$ cat config.mk
export PLATFORM = sky130hd
export DESIGN_NAME = insn_field_decoder
export DESIGN_NICKNAME = d
export VERILOG_FILES = /design/src/insn_decode_pkg.sv /design/src/insn_classify.sv /design/src/insn_field_decoder.sv
export SDC_FILE = /design/constraint.sdc
export NUM_CORES = 1
export LEC_CHECK = 0
export ABC_AREA = 1
export BUFFER_PORTS_ARGS = -buffer_cell sky130_fd_sc_hd__buf_2
export CAP_MARGIN = 15
export CORE_ASPECT_RATIO = 0.5
export CORE_MARGIN = 1.5
export CORE_UTILIZATION = 55
export CTS_BUF_LIST = sky130_fd_sc_hd__clkbuf_4
export CTS_CLUSTER_SIZE = 30
export DETAILED_ROUTE_END_ITERATION = 10
export PLACE_DENSITY = 0.84
export SKIP_CTS_REPAIR_TIMING = 1
export SLEW_MARGIN = 20
export SYNTH_ARGS = -nofsm -noshare
export SYNTH_HDL_FRONTEND = slang
export SYNTH_SLANG_ARGS = --single-unit
$ cat constraint.sdc
create_clock -name CLK_IN -period 4.1 [get_ports CLK_IN]
set_clock_uncertainty 0.1 [all_clocks]
set_input_delay 0.41 -clock CLK_IN [delete_from_list [all_inputs] [get_ports CLK_IN]]
set_output_delay 0.41 -clock CLK_IN [all_outputs]
set_load 0.005 [all_outputs]
$ cat src/insn_decode_pkg.sv
// package: field layout, formats and operand roles for the 16-bit instruction decoder
package insn_decode_pkg;

  localparam int WORD_W    = 16;
  localparam int OP_HI_MSB = 15;
  localparam int OP_HI_LSB = 12;
  localparam int DST_MSB   = 11;
  localparam int DST_LSB   = 8;
  localparam int SRC_MSB   = 7;
  localparam int SRC_LSB   = 4;
  localparam int IMM_MSB   = 7;
  localparam int IMM_LSB   = 0;
  localparam int D4_MSB    = 3;
  localparam int D12_MSB   = 11;

  typedef enum logic [3:0] {
    FMT_ZERO, FMT_N, FMT_M, FMT_NM, FMT_MD, FMT_ND4,
    FMT_NMD, FMT_D, FMT_D12, FMT_ND8, FMT_I, FMT_NI, FMT_BAD
  } fmt_t;

  // operand addressing roles
  typedef enum logic [3:0] {
    ROLE_NONE, ROLE_DIRECT, ROLE_INDIRECT, ROLE_POSTINC, ROLE_PREDEC,
    ROLE_IDX_ZERO, ROLE_DISP_REG, ROLE_DISP_GBR, ROLE_DISP_PC, ROLE_PC_REL,
    ROLE_IMM, ROLE_IDX_GBR, ROLE_SYSREG, ROLE_ACCUM, ROLE_TRAP, ROLE_REG_ZERO
  } role_t;

  typedef struct packed {
    logic        valid;
    fmt_t        fmt;
    logic [15:0] opcode;      // opcode bits only, field bits zeroed
    logic [3:0]  dest_reg;
    logic [3:0]  src_reg;
    logic        dest_used;
    logic        src_used;
    logic        src2_is_n;   // field 11:8 is a second source
    logic [7:0]  imm;
    logic        imm_used;
    logic [11:0] disp;
    logic        disp_used;
    role_t       src_role;
    role_t       dst_role;
  } dec_t;

  localparam logic [15:0] OPC_RESET = 16'h0000;

endpackage : insn_decode_pkg

$ cat src/insn_classify.sv
// combinational classifier: format and operand roles from the opcode bits
module insn_classify (
  // instruction word
  input  wire logic [15:0]            word_in,
  // classification
  output insn_decode_pkg::fmt_t      fmt_out,
  output insn_decode_pkg::role_t     src_role_out,
  output insn_decode_pkg::role_t     dst_role_out,
  output logic                       src2_is_n_out
);

  logic [3:0] hi;
  logic [3:0] lo;
  logic [3:0] mid;

  assign hi  = word_in[15:12];
  assign mid = word_in[11:8];
  assign lo  = word_in[3:0];

  // roles follow opcode bits since field positions are shared
  always_comb begin
    fmt_out       = insn_decode_pkg::FMT_BAD;
    src_role_out  = insn_decode_pkg::ROLE_NONE;
    dst_role_out  = insn_decode_pkg::ROLE_NONE;
    src2_is_n_out = 1'b0;
    case (hi)
      4'h0: begin
        if (word_in[7:4] == 4'h0 && (lo == 4'h8 || lo == 4'h9 || lo == 4'hb) && mid == 4'h0) begin
          fmt_out = insn_decode_pkg::FMT_ZERO;
        end else if (lo == 4'h2 || lo == 4'ha || lo == 4'h9) begin
          fmt_out      = insn_decode_pkg::FMT_N;
          src_role_out = (lo == 4'h9) ? insn_decode_pkg::ROLE_NONE : insn_decode_pkg::ROLE_SYSREG;
          dst_role_out = insn_decode_pkg::ROLE_DIRECT;
        end else if (lo == 4'h3) begin
          fmt_out      = insn_decode_pkg::FMT_M;
          src_role_out = insn_decode_pkg::ROLE_PC_REL;
        end else if (lo == 4'hf) begin
          fmt_out       = insn_decode_pkg::FMT_NM;
          src_role_out  = insn_decode_pkg::ROLE_POSTINC;
          dst_role_out  = insn_decode_pkg::ROLE_ACCUM;
          src2_is_n_out = 1'b1;
        end else if (lo == 4'h4 || lo == 4'h5 || lo == 4'h6) begin
          fmt_out      = insn_decode_pkg::FMT_NM;
          src_role_out = insn_decode_pkg::ROLE_DIRECT;
          dst_role_out = insn_decode_pkg::ROLE_IDX_ZERO;
        end else begin
          fmt_out      = insn_decode_pkg::FMT_NM;
          src_role_out = insn_decode_pkg::ROLE_IDX_ZERO;
          dst_role_out = insn_decode_pkg::ROLE_DIRECT;
        end
      end
      4'h1: begin
        fmt_out      = insn_decode_pkg::FMT_NMD;
        src_role_out = insn_decode_pkg::ROLE_DIRECT;
        dst_role_out = insn_decode_pkg::ROLE_DISP_REG;
      end
      4'h2: begin
        fmt_out      = insn_decode_pkg::FMT_NM;
        src_role_out = insn_decode_pkg::ROLE_DIRECT;
        dst_role_out = (lo[3:2] == 2'b01) ? insn_decode_pkg::ROLE_PREDEC :
                       (lo[3:2] == 2'b00) ? insn_decode_pkg::ROLE_INDIRECT : insn_decode_pkg::ROLE_DIRECT;
      end
      4'h3: begin
        fmt_out      = insn_decode_pkg::FMT_NM;
        src_role_out = insn_decode_pkg::ROLE_DIRECT;
        dst_role_out = insn_decode_pkg::ROLE_DIRECT;
      end
      4'h4: begin
        if (lo == 4'hf) begin
          fmt_out       = insn_decode_pkg::FMT_NM;
          src_role_out  = insn_decode_pkg::ROLE_POSTINC;
          dst_role_out  = insn_decode_pkg::ROLE_ACCUM;
          src2_is_n_out = 1'b1;
        end else if (lo == 4'h3 || lo == 4'h2) begin
          fmt_out      = insn_decode_pkg::FMT_N;
          src_role_out = insn_decode_pkg::ROLE_SYSREG;
          dst_role_out = insn_decode_pkg::ROLE_PREDEC;
        end else if (lo == 4'he || lo == 4'ha) begin
          fmt_out      = insn_decode_pkg::FMT_M;
          src_role_out = insn_decode_pkg::ROLE_DIRECT;
          dst_role_out = insn_decode_pkg::ROLE_SYSREG;
        end else if (lo == 4'h7 || lo == 4'h6) begin
          fmt_out      = insn_decode_pkg::FMT_M;
          src_role_out = insn_decode_pkg::ROLE_POSTINC;
          dst_role_out = insn_decode_pkg::ROLE_SYSREG;
        end else if (lo == 4'hb) begin
          fmt_out      = insn_decode_pkg::FMT_M;
          src_role_out = insn_decode_pkg::ROLE_INDIRECT;
        end else if (lo == 4'hc || lo == 4'hd) begin
          fmt_out      = insn_decode_pkg::FMT_NM;
          src_role_out = insn_decode_pkg::ROLE_DIRECT;
          dst_role_out = insn_decode_pkg::ROLE_DIRECT;
        end else begin
          fmt_out      = insn_decode_pkg::FMT_N;
          dst_role_out = insn_decode_pkg::ROLE_DIRECT;
        end
      end
      4'h5: begin
        fmt_out      = insn_decode_pkg::FMT_NMD;
        src_role_out = insn_decode_pkg::ROLE_DISP_REG;
        dst_role_out = insn_decode_pkg::ROLE_DIRECT;
      end
      4'h6: begin
        fmt_out      = insn_decode_pkg::FMT_NM;
        src_role_out = (lo[3:2] == 2'b01) ? insn_decode_pkg::ROLE_POSTINC :
                       (lo[3:2] == 2'b00) ? insn_decode_pkg::ROLE_INDIRECT : insn_decode_pkg::ROLE_DIRECT;
        dst_role_out = insn_decode_pkg::ROLE_DIRECT;
      end
      4'h7: begin
        fmt_out      = insn_decode_pkg::FMT_NI;
        src_role_out = insn_decode_pkg::ROLE_IMM;
        dst_role_out = insn_decode_pkg::ROLE_DIRECT;
      end
      4'h8: begin
        if (mid == 4'h0 || mid == 4'h1) begin
          fmt_out      = (mid == 4'h0) ? insn_decode_pkg::FMT_ND4 : insn_decode_pkg::FMT_MD;
          src_role_out = (mid == 4'h0) ? insn_decode_pkg::ROLE_REG_ZERO : insn_decode_pkg::ROLE_DISP_REG;
          dst_role_out = (mid == 4'h0) ? insn_decode_pkg::ROLE_DISP_REG : insn_decode_pkg::ROLE_REG_ZERO;
        end else if (mid == 4'h8) begin
          fmt_out      = insn_decode_pkg::FMT_I;
          src_role_out = insn_decode_pkg::ROLE_IMM;
          dst_role_out = insn_decode_pkg::ROLE_REG_ZERO;
        end else begin
          fmt_out      = insn_decode_pkg::FMT_D;
          src_role_out = insn_decode_pkg::ROLE_PC_REL;
        end
      end
      4'h9, 4'hd: begin
        fmt_out      = insn_decode_pkg::FMT_ND8;
        src_role_out = insn_decode_pkg::ROLE_DISP_PC;
        dst_role_out = insn_decode_pkg::ROLE_DIRECT;
      end
      4'ha, 4'hb: begin
        fmt_out      = insn_decode_pkg::FMT_D12;
        src_role_out = insn_decode_pkg::ROLE_PC_REL;
      end
      4'hc: begin
        if (mid == 4'h3) begin
          fmt_out      = insn_decode_pkg::FMT_I;
          src_role_out = insn_decode_pkg::ROLE_TRAP;
        end else if (mid == 4'h7) begin
          fmt_out      = insn_decode_pkg::FMT_D;
          src_role_out = insn_decode_pkg::ROLE_DISP_PC;
          dst_role_out = insn_decode_pkg::ROLE_REG_ZERO;
        end else if (mid[3]) begin
          fmt_out      = insn_decode_pkg::FMT_I;
          src_role_out = insn_decode_pkg::ROLE_IMM;
          dst_role_out = mid[2] ? insn_decode_pkg::ROLE_IDX_GBR : insn_decode_pkg::ROLE_REG_ZERO;
        end else begin
          fmt_out      = insn_decode_pkg::FMT_D;
          src_role_out = mid[2] ? insn_decode_pkg::ROLE_DISP_GBR : insn_decode_pkg::ROLE_REG_ZERO;
          dst_role_out = mid[2] ? insn_decode_pkg::ROLE_REG_ZERO : insn_decode_pkg::ROLE_DISP_GBR;
        end
      end
      4'he: begin
        fmt_out      = insn_decode_pkg::FMT_NI;
        src_role_out = insn_decode_pkg::ROLE_IMM;
        dst_role_out = insn_decode_pkg::ROLE_DIRECT;
      end
      default: begin
        fmt_out = insn_decode_pkg::FMT_BAD;
      end
    endcase
  end

endmodule : insn_classify

$ cat src/insn_field_decoder.sv
// top: splits a 16-bit instruction word into fields and registers the result
// Notes on behaviour
// - every word is 16 bits (15..0) and the operand-free format extracts no register or immediate field.
// - five field kinds are separated: opcode, source index, destination index, immediate and displacement.
// - the addressing role of each field is chosen from the opcode bits.
// - the single-source format takes bits 11..8 as source index for control loads, indirect jump and far branch.
// - the single-destination format takes bits 11..8 as destination, direct or pre-decrement indirect.
// - post-increment source serves both control register loads and moves into a general register.
// - the two-register format has destination in 11..8 and source in 7..4 with direct, indirect, predec, indexed.
// - multiply-accumulate treats bits 11..8 as a second post-increment source; results go to the accumulator.
// - the 8-bit immediate format uses the low eight bits for register zero, indexed global base or trap vector.
module insn_field_decoder (
  // clock and reset
  input  wire logic                  CLK_IN,
  input  wire logic                  RST_IN,
  // fetch side
  input  wire logic                  WORD_VALID_IN,
  input  wire logic [15:0]           WORD_IN,
  // decoded result
  output insn_decode_pkg::dec_t      DEC_OUT
);

  insn_decode_pkg::fmt_t  fmt;
  insn_decode_pkg::role_t src_role;
  insn_decode_pkg::role_t dst_role;
  logic                   src2_is_n;
  insn_decode_pkg::dec_t  dec_reg;
  insn_decode_pkg::dec_t  dec_next;

  // opcode-driven roles
  insn_classify u_classify (
    .word_in       (WORD_IN),
    .fmt_out       (fmt),
    .src_role_out  (src_role),
    .dst_role_out  (dst_role),
    .src2_is_n_out (src2_is_n)
  );

  // field extraction, same cycle as the word
  always_comb begin
    dec_next           = '0;
    dec_next.valid     = WORD_VALID_IN;
    dec_next.fmt       = fmt;
    dec_next.src_role  = src_role;
    dec_next.dst_role  = dst_role;
    dec_next.src2_is_n = src2_is_n;
    dec_next.opcode    = WORD_IN;
    case (fmt)
      insn_decode_pkg::FMT_ZERO: begin
        dec_next.opcode = WORD_IN;
      end
      insn_decode_pkg::FMT_N: begin
        dec_next.dest_reg  = WORD_IN[insn_decode_pkg::DST_MSB:insn_decode_pkg::DST_LSB];
        dec_next.dest_used = 1'b1;
        dec_next.opcode[11:8] = 4'h0;
      end
      insn_decode_pkg::FMT_M: begin
        dec_next.src_reg  = WORD_IN[insn_decode_pkg::DST_MSB:insn_decode_pkg::DST_LSB];
        dec_next.src_used = 1'b1;
        dec_next.opcode[11:8] = 4'h0;
      end
      insn_decode_pkg::FMT_NM: begin
        dec_next.src_reg   = WORD_IN[insn_decode_pkg::SRC_MSB:insn_decode_pkg::SRC_LSB];
        dec_next.dest_reg  = WORD_IN[insn_decode_pkg::DST_MSB:insn_decode_pkg::DST_LSB];
        dec_next.src_used  = 1'b1;
        dec_next.dest_used = 1'b1; // flagged by src2_is_n
        dec_next.opcode[11:4] = 8'h00;
      end
      insn_decode_pkg::FMT_MD: begin
        dec_next.src_reg   = WORD_IN[insn_decode_pkg::SRC_MSB:insn_decode_pkg::SRC_LSB];
        dec_next.src_used  = 1'b1;
        dec_next.disp      = {8'h00, WORD_IN[insn_decode_pkg::D4_MSB:0]};
        dec_next.disp_used = 1'b1;
        dec_next.opcode[7:0] = 8'h00;
      end
      insn_decode_pkg::FMT_ND4: begin
        dec_next.dest_reg  = WORD_IN[insn_decode_pkg::SRC_MSB:insn_decode_pkg::SRC_LSB];
        dec_next.dest_used = 1'b1;
        dec_next.disp      = {8'h00, WORD_IN[insn_decode_pkg::D4_MSB:0]};
        dec_next.disp_used = 1'b1;
        dec_next.opcode[7:0] = 8'h00;
      end
      insn_decode_pkg::FMT_NMD: begin
        dec_next.dest_reg  = WORD_IN[insn_decode_pkg::DST_MSB:insn_decode_pkg::DST_LSB];
        dec_next.src_reg   = WORD_IN[insn_decode_pkg::SRC_MSB:insn_decode_pkg::SRC_LSB];
        dec_next.dest_used = 1'b1;
        dec_next.src_used  = 1'b1;
        dec_next.disp      = {8'h00, WORD_IN[insn_decode_pkg::D4_MSB:0]};
        dec_next.disp_used = 1'b1;
        dec_next.opcode[11:0] = 12'h000;
      end
      insn_decode_pkg::FMT_D: begin
        dec_next.disp      = {4'h0, WORD_IN[insn_decode_pkg::IMM_MSB:insn_decode_pkg::IMM_LSB]};
        dec_next.disp_used = 1'b1;
        dec_next.opcode[7:0] = 8'h00;
      end
      insn_decode_pkg::FMT_D12: begin
        dec_next.disp      = WORD_IN[insn_decode_pkg::D12_MSB:0];
        dec_next.disp_used = 1'b1;
        dec_next.opcode[11:0] = 12'h000;
      end
      insn_decode_pkg::FMT_ND8: begin
        dec_next.dest_reg  = WORD_IN[insn_decode_pkg::DST_MSB:insn_decode_pkg::DST_LSB];
        dec_next.dest_used = 1'b1;
        dec_next.disp      = {4'h0, WORD_IN[insn_decode_pkg::IMM_MSB:insn_decode_pkg::IMM_LSB]};
        dec_next.disp_used = 1'b1;
        dec_next.opcode[11:0] = 12'h000;
      end
      insn_decode_pkg::FMT_I: begin
        dec_next.imm      = WORD_IN[insn_decode_pkg::IMM_MSB:insn_decode_pkg::IMM_LSB];
        dec_next.imm_used = 1'b1;
        dec_next.opcode[7:0] = 8'h00;
      end
      insn_decode_pkg::FMT_NI: begin
        dec_next.dest_reg  = WORD_IN[insn_decode_pkg::DST_MSB:insn_decode_pkg::DST_LSB];
        dec_next.dest_used = 1'b1;
        dec_next.imm       = WORD_IN[insn_decode_pkg::IMM_MSB:insn_decode_pkg::IMM_LSB];
        dec_next.imm_used  = 1'b1;
        dec_next.opcode[11:0] = 12'h000;
      end
      default: begin
        dec_next.opcode = WORD_IN; // undefined words pass as opcode only
      end
    endcase
    if (!WORD_VALID_IN) begin
      dec_next = '0; // bubbles carry no stale fields downstream
    end
  end

  // single pipeline register, the only state held
  always_ff @(posedge CLK_IN) begin
    if (RST_IN) begin
      dec_reg <= '0;
    end else begin
      dec_reg <= dec_next;
    end
  end

  assign DEC_OUT = dec_reg;

  // checks
  chk_zero_no_fields: assert property (@(posedge CLK_IN) disable iff (RST_IN)
    WORD_VALID_IN && fmt == insn_decode_pkg::FMT_ZERO |=> !DEC_OUT.dest_used && !DEC_OUT.src_used && !DEC_OUT.imm_used)
    else $error("operand-free word produced a field");
  chk_pipe_latency: assert property (@(posedge CLK_IN) disable iff (RST_IN)
    WORD_VALID_IN |=> DEC_OUT.valid && DEC_OUT.fmt == $past(fmt))
    else $error("decode not presented one cycle later");
  chk_nm_fields: assert property (@(posedge CLK_IN) disable iff (RST_IN)
    WORD_VALID_IN && fmt == insn_decode_pkg::FMT_NM |=>
      DEC_OUT.dest_reg == $past(WORD_IN[11:8]) && DEC_OUT.src_reg == $past(WORD_IN[7:4]))
    else $error("two-register fields wrong");
  chk_m_source: assert property (@(posedge CLK_IN) disable iff (RST_IN)
    WORD_VALID_IN && fmt == insn_decode_pkg::FMT_M |=> DEC_OUT.src_used && DEC_OUT.src_reg == $past(WORD_IN[11:8]))
    else $error("single-source index wrong");
  chk_n_dest: assert property (@(posedge CLK_IN) disable iff (RST_IN)
    WORD_VALID_IN && fmt == insn_decode_pkg::FMT_N |=> DEC_OUT.dest_used && !DEC_OUT.src_used)
    else $error("single-destination fields wrong");
  chk_mac_src2: assert property (@(posedge CLK_IN) disable iff (RST_IN)
    WORD_VALID_IN && WORD_IN[15:12] == 4'h4 && WORD_IN[3:0] == 4'hf |=>
      DEC_OUT.src2_is_n && DEC_OUT.dst_role == insn_decode_pkg::ROLE_ACCUM)
    else $error("multiply-accumulate not decoded as two sources");
  chk_imm_low: assert property (@(posedge CLK_IN) disable iff (RST_IN)
    WORD_VALID_IN && fmt == insn_decode_pkg::FMT_I |=> DEC_OUT.imm == $past(WORD_IN[7:0]))
    else $error("immediate not low byte");
  chk_postinc_load: assert property (@(posedge CLK_IN) disable iff (RST_IN)
    WORD_VALID_IN && WORD_IN[15:12] == 4'h6 && WORD_IN[3:2] == 2'b01 |=>
      DEC_OUT.src_role == insn_decode_pkg::ROLE_POSTINC)
    else $error("post-increment move source missing");
  chk_role_bubble: assert property (@(posedge CLK_IN) disable iff (RST_IN)
    !WORD_VALID_IN |=> DEC_OUT == '0)
    else $error("bubble carried fields");

  cov_mac: cover property (@(posedge CLK_IN) disable iff (RST_IN) DEC_OUT.src2_is_n);
  cov_trap: cover property (@(posedge CLK_IN) disable iff (RST_IN) DEC_OUT.src_role == insn_decode_pkg::ROLE_TRAP);
  cov_d12: cover property (@(posedge CLK_IN) disable iff (RST_IN) DEC_OUT.fmt == insn_decode_pkg::FMT_D12);

endmodule : insn_field_decoder

# Word level (Yosys, flattened, before mapping)
# Index checks and enable logic that the tools add are counted.
[word_totals]
romBits = 0
ram_bits = 0
wordCells = 175
memories = 0
reg_bits = 62
latchBits = 0
inputBits = 19
[op_classes]
muxes = 73
reduce_logical = 39
n_div = 0
bitwise_logic = 2
magnitude_cmp = 0
multipliers = 0
shift = 0
add_sub_neg = 0
n_eq_ne = 44
[op_table]
columns = ["cell", "count"]
rows = [
  ["2-to-1 mux 4 bit", 48],
  ["== test 4 bit, second input constant", 20],
  ["2-to-1 mux 62 bit", 1],
  ["== test 4 x 3 -> 1 bit, second input constant", 13],
  ["one-hot mux 4 bit (10 select lines)", 1],
  ["one-hot mux 13 bit (3 select lines)", 1],
  ["one-hot mux 4 bit (9 select lines)", 1],
  ["== test 4 x 2 -> 1 bit, second input constant", 7],
  ["one-hot mux 4 bit (7 select lines)", 1],
  ["OR reduction 9 bit", 2],
  ["one-hot mux 4 bit (2 select lines)", 2],
  ["OR reduction 3 bit", 5],
  ["OR reduction 2 bit", 7],
  ["OR reduction 7 bit", 2],
  ["== test 4 x 1 -> 1 bit, second input constant", 3],
  ["logical NOT 4 bit", 3],
  ["logical OR 1 bit", 11],
  ["OR reduction 11 bit", 1],
  ["2-to-1 mux 1 bit", 10],
  ["OR reduction 10 bit", 1],
  ["2-to-1 mux 3 bit", 3],
  ["2-to-1 mux 9 bit", 1],
  ["OR reduction 8 bit", 1],
  ["2-to-1 mux 2 bit", 3],
  ["8 further kinds", 10],
]

# Depth between registers and ports, before layout
# Gate-level depths: netlist (run 1).
[logic_depth]
depth_word = 13
ltp_mapped = 14

# Modules after synthesis
# Synthesis (run 1) repeated with hierarchy kept, for this count alone.
[hier_totals]
cells_unflattened = 392
hier_area_um2 = 2715.1
[by_module_without_submodules]
columns = ["mod", "seq_area_each_um2", "n_inst", "area_each_um2", "cells_per_inst"]
rows = [
  ["insn_field_decoder", 1241.2, 1, 1893.1, 213],
  ["insn_classify", 0.0, 1, 822.0, 179],
]

# Worst setup path before layout (run 1)
# Ideal clock, no wire load.
[synth_path]
path_type = "in2reg"
startpoint = "input WORD_IN[15]"
endpoint = "register dec_reg, in the netlist DEC_OUT[52]"
setup_ns = 0.123
path_buffers = 1
path_stages = 12
arrival_time_ns = 1.548
slack_ns = 2.329
t_required_ns = 3.877
cell_sequence = "buf_4 inv_2 nand2_4 nor2_1 inv_1 nand2_1 nor2_1 nand2_1 nor2_4 nand2_2 nor2_2 nor3_1"
[synth_between]
elab_chain_len = 5
word_cells_on_any_way = 29
[synth_lines]
columns = ["item", "line_no", "rtl"]
rows = [
  ["start, declared", "insn_field_decoder.sv:18", "input wire logic [15:0] WORD_IN,"],
  ["== test 4 x 2 -> 1 bit, or another cell as far along", "insn_classify.sv:26", "case (hi)"],
  ["OR reduction 3 bit (no line), or another cell as far along", "--", ""],
  ["one-hot mux 4 bit (9 select lines) *", "insn_classify.sv:26", ""],
  ["== test 4 bit, or another cell as far along", "insn_field_decoder.sv:48", "case (fmt)"],
  ["OR reduction 9 bit (no line) *", "--", ""],
  ["end signal, assigned", "insn_field_decoder.sv:135", "dec_reg <= dec_next;"],
  ["end, declared", "insn_field_decoder.sv:27", "insn_decode_pkg::dec_t dec_reg;"],
]
# Mark *: on every way between the ends. The rest lies on a longest branch, timed or not.
# A chain may end at the register's enable or synchronous reset.

# Worst setup path in the final report (run 1)
[layout_path]
startpoint = "input WORD_IN[11]"
endpoint = "register dec_reg, in the netlist DEC_OUT[16]"
[layout_between]
elab_chain_len = 7
word_cells_on_any_way = 24
[layout_lines]
columns = ["item", "line_no", "rtl"]
rows = [
  ["== test 4 x 3 -> 1 bit, or another cell as far along", "insn_classify.sv:141", "end else if (mid == 4'h7) begin"],
  ["2-to-1 mux 4 bit, or another cell as far along", "insn_classify.sv:141", ""],
  ["2-to-1 mux 4 bit, on equally long branches", "insn_classify.sv:138, insn_classify.sv:115, insn_classify.sv:28", ""],
  ["one-hot mux 4 bit (9 select lines) *", "insn_classify.sv:26", ""],
  ["== test 4 x 3 -> 1 bit or == test 4 bit (tied branches)", "insn_field_decoder.sv:48", ""],
  ["OR reduction 3 bit (no line) or OR reduction 2 bit (tied branches)", "--", ""],
  ["one-hot mux 13 bit (3 select lines) *", "insn_field_decoder.sv:48", ""],
]
# Marked as above.

==> metrics.txt, run 1 <==
Least-Margin Pin Slew=0.643 ns; NetSw=363 uW; total grt overflow=0; met1 Usage GRT=41.6%; number of flops mapped to enable cells by yosys=0; setup TNS=0 ns; worst hold stages=3; gr busiest metal=met2; vias in the first global route=between 2000 and 3000; PwrDens=~360 nW/um^2; nature of the critical path startpoint=primary input; TritonCTS clock tree=built; final slew viol count=0; ANT cells=0; Initial Util=59.2%; outcome=finished clean; Main synth FF type=dfxtp_1; final hold vios=0; DRT iter0 DRCs=between 200 and 300; Sw Share=30.9%; period utilisation layout=43.6%; HPWL Detailed=5940 um; area delta synth->final=21.4%; post-route insts no fill=520; Crit Path Max Fanout=6; Clock Path Buffers=2; WP data required=4.32 ns; I/O pin total=slightly above 80; # DRC=0; Avg Inst Size Synth=between 7 and 8 um^2; WL/cell=between 10 and 15 um; Yosys cell types=32; RSZ-0062 raised after global routing=false; combinational group share of total power=15.9%; Synth async-reset ratio=0%; post-route ant nets=0; Final Cell Area=3270 um^2; sequential share of the synthesized area=46.0%; DIE AREA=5360 um^2; synthesized area=2700 um^2; 1st-pass router iterations=5; Final Critical Period=1.79 ns; Root Buffer=clkbuf_4; Core Footprint=4550 um^2; GP Congestion=0.931; Die W=~100 um; Final nets=468; # rows=17; maximum vdd ir drop=0.194 mV; H-tree levels=3; Total GRT Usage=31.0%; PortBufs=80; Clk pin slew, worst setup/hold paths=0.11 ns; placed cell areas=between 3000 and 4000 um^2; Mapped Nets=381; DR vias=2644; Ys Warns=0; Worst Setup End Kind=register; Detailed Route WL=7570 um; # setup viols final=0; leading area contributor after synthesis=dfxtp_1; met2 usage=49.3%; max_slew headroom=56.9%; Internal=slightly above 800 uW; Die Y=52.5 um; Critical Path AT=2.01 ns; leading post-synthesis cells by cell area=dfxtp_1, nand2_1, nor2_1; Hold Path Sink=DEC_OUT[29]$_SDFF_PP0_; maximum capacitance violations=0; Inst Count DP=a little over 500; maximum number of pins on one net before global-route repair=29; register bit total from synthesis=62; Hold Path Class=in2reg; Pleak=0.00183 uW; share of cells above drive strength 1=31.9%; most frequent cell after synthesis=nand2_1; total CTS buffers=9; via density per instance=~5.1; Clk network pwr share=a little over 30%; number of flip-flops in the largest register=62; initial antenna violation count=0; top post-synthesis cells by count=nand2_1, nor2_1, dfxtp_1; met3 usage=under 10%; Yosys top cell area share=46.0%; Syn Inst Count=362; kind of critical path=in2reg; CTS sink count=62; Fmax=0.560 GHz; Hold Startpoint=WORD_IN[7]; sequential share of power=53.4%; first-pass GRT wire length=between 10000 and 15000 um
per-layer routing:
| layer | wire length (um) | vias up | share of wire, % |
|---|---|---|---|
| li1 | - | 1312 | - |
| met1 | 3570 | 1180 | 47 |
| met2 | 3270 | 140 | 43 |
| met3 | 632 | 12 | 8.3 |
| met4 | 102 | 0 | 1.3 |
| met5 | 0 | - | 0 |
power groups by stage:
stage	sequential, uW	combinational, uW	clock [uW]
4_1_cts	628	184	363
3_5_place_dp	642	183	0
5_1_grt	630	205	387
2_1_floorplan	645	117	0
6_report	628	186	361
3_3_place_gp	640	179	0
worst max-delay path, cell delays in order:
cell,delay (ns)
buf_2,0.13
nor2_1,0.22
inv_1,0.09
nor2_1,0.15
nand3_1,0.18
nand3_1,0.22
nand3_4,0.19
nand3_1,0.13
nand3_2,0.12
nand2_1,0.11
inv_1,0.05
area by class of cell:
cell class              instances  area (um^2)
multi-input cells             243         1230
flip-flops and latches         62         1240
clock buffers                  10         75.1
clock inverters                 6         38.8
fillers                       389         1280
repair buffers                 80          400
inverters                      53          203
well taps                      66         82.6
placed cells by master (no fill, tap or decap), drive strengths merged, types with 4 or more instances in the layout:
cell type,count
nand2,93
buf,80
nor2,77
dfxtp,62
inv,51
nand3,24
nor3,16
o21ai,11
clkbuf,10
a21oi,8
clkinv,6
a31oi,4
per-stage QoR:
stage	hold slack [ns]	utilization (%)	total power [uW]	setup WS [ns]
2_1_floorplan	0.466	-	761	2.33
3_3_place_gp	0.591	69.4	820	1.94
6_report	0.182	71.9	1170	2.31
3_5_place_dp	0.602	69.4	824	1.95
5_1_grt	0.186	71.9	1220	2.24
4_1_cts	0.173	71.9	1180	2.39
logic make-up (layout without fill, tap and decap cells):
kind of cell,Yosys count,in the layout,synth area share (%)
flops,62,62,46.0
buf+inv,57,149,8.21
simple gates,214,214,39.3
compound gates,29,29,6.45
worst max path at each step:
| stage | startpoint | endpoint | slack [ns] | cells past startpoint |
|---|---|---|---|---|
| global route | WORD_IN[2] | DEC_OUT[52]$_SDFF_PP0_ | 2.24 | 11 |
| global placement | WORD_IN[9] | DEC_OUT[32]$_SDFF_PP0_ | 1.94 | 11 |
| CTS | WORD_IN[9] | DEC_OUT[52]$_SDFF_PP0_ | 2.39 | 11 |
| detailed placement | WORD_IN[9] | DEC_OUT[32]$_SDFF_PP0_ | 1.95 | 11 |
| floorplan | WORD_IN[15] | DEC_OUT[52]$_SDFF_PP0_ | 2.33 | 12 |
| finish | WORD_IN[11] | DEC_OUT[16]$_SDFF_PP0_ | 2.31 | 11 |
Power figures use the tool's default switching activity.
==> run 2, diff against run 1 <==
--- a/config.mk
+++ b/config.mk
@@ -10,11 +10,11 @@
 export CAP_MARGIN = 15
 export CORE_ASPECT_RATIO = 0.5
 export CORE_MARGIN = 1.5
-export CORE_UTILIZATION = 55
+export CORE_UTILIZATION = 53
 export CTS_BUF_LIST = sky130_fd_sc_hd__clkbuf_4
 export CTS_CLUSTER_SIZE = 30
 export DETAILED_ROUTE_END_ITERATION = 10
-export PLACE_DENSITY = 0.84
+export PLACE_DENSITY = 0.82
 export SKIP_CTS_REPAIR_TIMING = 1
 export SLEW_MARGIN = 20
 export SYNTH_ARGS = -nofsm -noshare
==> constraint.sdc (replaced) <==
create_clock -name CLK_IN -period 1.86 [get_ports CLK_IN]
set_clock_uncertainty 0.1 [all_clocks]
set_input_delay 0.186 -clock CLK_IN [delete_from_list [all_inputs] [get_ports CLK_IN]]
set_output_delay 0.186 -clock CLK_IN [all_outputs]
set_load 0.005 [all_outputs]
==> run 2 against run 1 <==
Effect of this change:
- global-route usage decreased by 4.2 points
- combinational power increased by 130%
- first-iteration DRC count decreased by 21%
- final cell count increased by 3.8%
- critical path depth unchanged
- non-clock buffer count increased by 16
- wire length decreased by 5.7%
- via count increased by 1.5%
- largest power group unchanged
==> metrics.txt, run 2 (synthesized netlist as in run 1, its figures left out) <==
outcome=finished clean (unchanged); initial antenna violation count=0 (unchanged); Crit. Startpoint=WORD_IN[11] (unchanged); CTS sink count=62 (unchanged); Inst Count DP=520 (was 504); area delta synth->final=29.1% (was 21.4%); maximum number of pins on one net before global-route repair=29 (unchanged); commonest non-fill, non-tap cell in the layout=buf_2 (unchanged); Filler cells=430 (was 389); number of flip-flops in the largest register=62 (unchanged); Die Y=53.4 um (was 52.5 um); period utilisation layout=78.1%; Crit Path Max Fanout=5 (was 6); Die W=104 um (was 102 um); Fmax=0.689 GHz; WL/cell=13.2 um (was 14.6 um); Worst Setup End Kind=register (unchanged); H-tree levels=3 (unchanged); # rows=18 (was 17); total CTS buffers=9 (unchanged); maximum vdd ir drop=0.466 mV (was 0.194 mV); ANT cells=0 (unchanged); HPWL Detailed=5470 um (was 5940 um); post-route insts no fill=540 (was 520); GP Congestion=0.971 (was 0.931); post-route ant nets=0 (unchanged); Hold Startpoint=WORD_IN[13] (was WORD_IN[7]); nature of the critical path startpoint=primary input (unchanged); PortBufs=80 (unchanged); Detailed Route WL=7140 um (was 7570 um); total area of sequential cells=1240 um^2 (unchanged); DRT iter0 DRCs=203 (was 257); Worst path max stage delay=0.18 ns (was 0.22 ns); final slew viol count=0 (unchanged); Pleak=0.00194 uW (was 0.00183 uW); first-pass GRT wire length=11200 um (was 12200 um); Least-Margin Pin Slew=0.474 ns (was 0.643 ns); PwrDens=861 nW/um^2 (was 359 nW/um^2); final hold vios=0 (unchanged); Clk pin slew, worst setup/hold paths=0.11 ns (about the same); # setup viols final=0 (unchanged); Buf/Inv on CP=3 (unchanged); total grt overflow=0 (unchanged); share of cells above drive strength 1=33.2% (was 31.9%); Critical Path AT=1.64 ns (was 2.01 ns); CP max stage cell=nor2_1 (unchanged); max_slew headroom=68.3% (was 56.9%); Core Footprint=4910 um^2 (was 4550 um^2); maximum capacitance violations=0 (unchanged); Initial Util=54.9% (was 59.2%); WP data required=2.05 ns (was 4.32 ns); Final Critical Period=1.45 ns; Total GRT Usage=26.8% (was 31.0%); DR vias=2683 (was 2644); RSZ-0062 raised after global routing=false (unchanged); I/O pin total=81 (unchanged); TritonCTS clock tree=built (unchanged); via density per instance=4.97 (was 5.08); final core utilization=70.9% (was 71.9%); setup TNS=0 ns (unchanged); Clock Path Buffers=2 (unchanged); Final nets=484 (was 468); 1st-pass router iterations=5 (unchanged); most frequent cells in the layout=buf_2, nand2_1, nor2_1 (unchanged); DIE AREA=5550 um^2 (was 5360 um^2); Hold Path Class=in2reg (unchanged); crit path cell chain=buf_2 -> nor2_1 -> inv_1 -> nor2_1 -> nand3_1 -> nand3_1 -> inv_1 -> nor2_4 -> nand2_2 -> nor2_2 -> nor3_1 (was buf_2 -> nor2_1 -> inv_1 -> nor2_1 -> nand3_1 -> nand3_1 -> nand3_4 -> nand3_1 -> nand3_2 -> nand2_1 -> inv_1); area of the multi-input gates=1230 um^2 (unchanged); vias in the first global route=2339 (was 2551); kind of cell adding the most delay to the critical path=simple AND/OR/NAND/NOR gates (unchanged); Root Buffer=clkbuf_4 (unchanged); kind of critical path=in2reg (unchanged); # DRC=0 (unchanged)
-- run 2: changes by cell type in the layout (fill, tap and decap cells not counted), sizes merged --
| cell | delta |
|---|---|
| buf | +12 |
| clkinvlp | -1 |
| clkinv | -2 |
| bufinv | +3 |
| dlygate4sd3 | +4 |
-- run 2: report_power, final --
group / internal, uW / switching, uW
Sequential: 1370 / 11.0
Clock: 694 / 488
Combinational: 152 / 279
Total: 2220 / 778
-- run 2: stage by stage --
step | setup WS [ns] | power (uW) | area [um^2] | hold WS, ns
floorplan | 0.313 | 1680 | 2700 | 0.242
global placement | 0.122 | 1820 | 3260 | 0.358
detailed placement | 0.0333 | 1830 | 3260 | 0.360
CTS | 0.444 | 2990 | 3440 | -0.0589
global route | 0.235 | 3120 | 3480 | 0.0338
finish | 0.408 | 3000 | 3480 | 0.0319
-- run 2: routing by layer --
| metal | track usage [%] | share of wire, % |
|---|---|---|
| met5 | 0 | 0 |
| met4 | 6.48 | 0.85 |
| met3 | 6.40 | 7.8 |
| met2 | 45.8 | 44 |
| met1 | 34.9 | 47 |
-- run 2: final timing paths --
kind	endpoint	cells after the start
worst min-delay path	DEC_OUT[54]$_SDFF_PP0_	3
worst max-delay path	DEC_OUT[52]$_SDFF_PP0_	11
-- run 2: cell type report --
type,instances,share of cell area [%]
sequential,62,35.7
multi-input combinational,243,35.4
timing repair buffer,96,15.2
inverter,53,5.82
clock inverter,6,3.16
tap,70,2.52
clock buffer,10,2.16
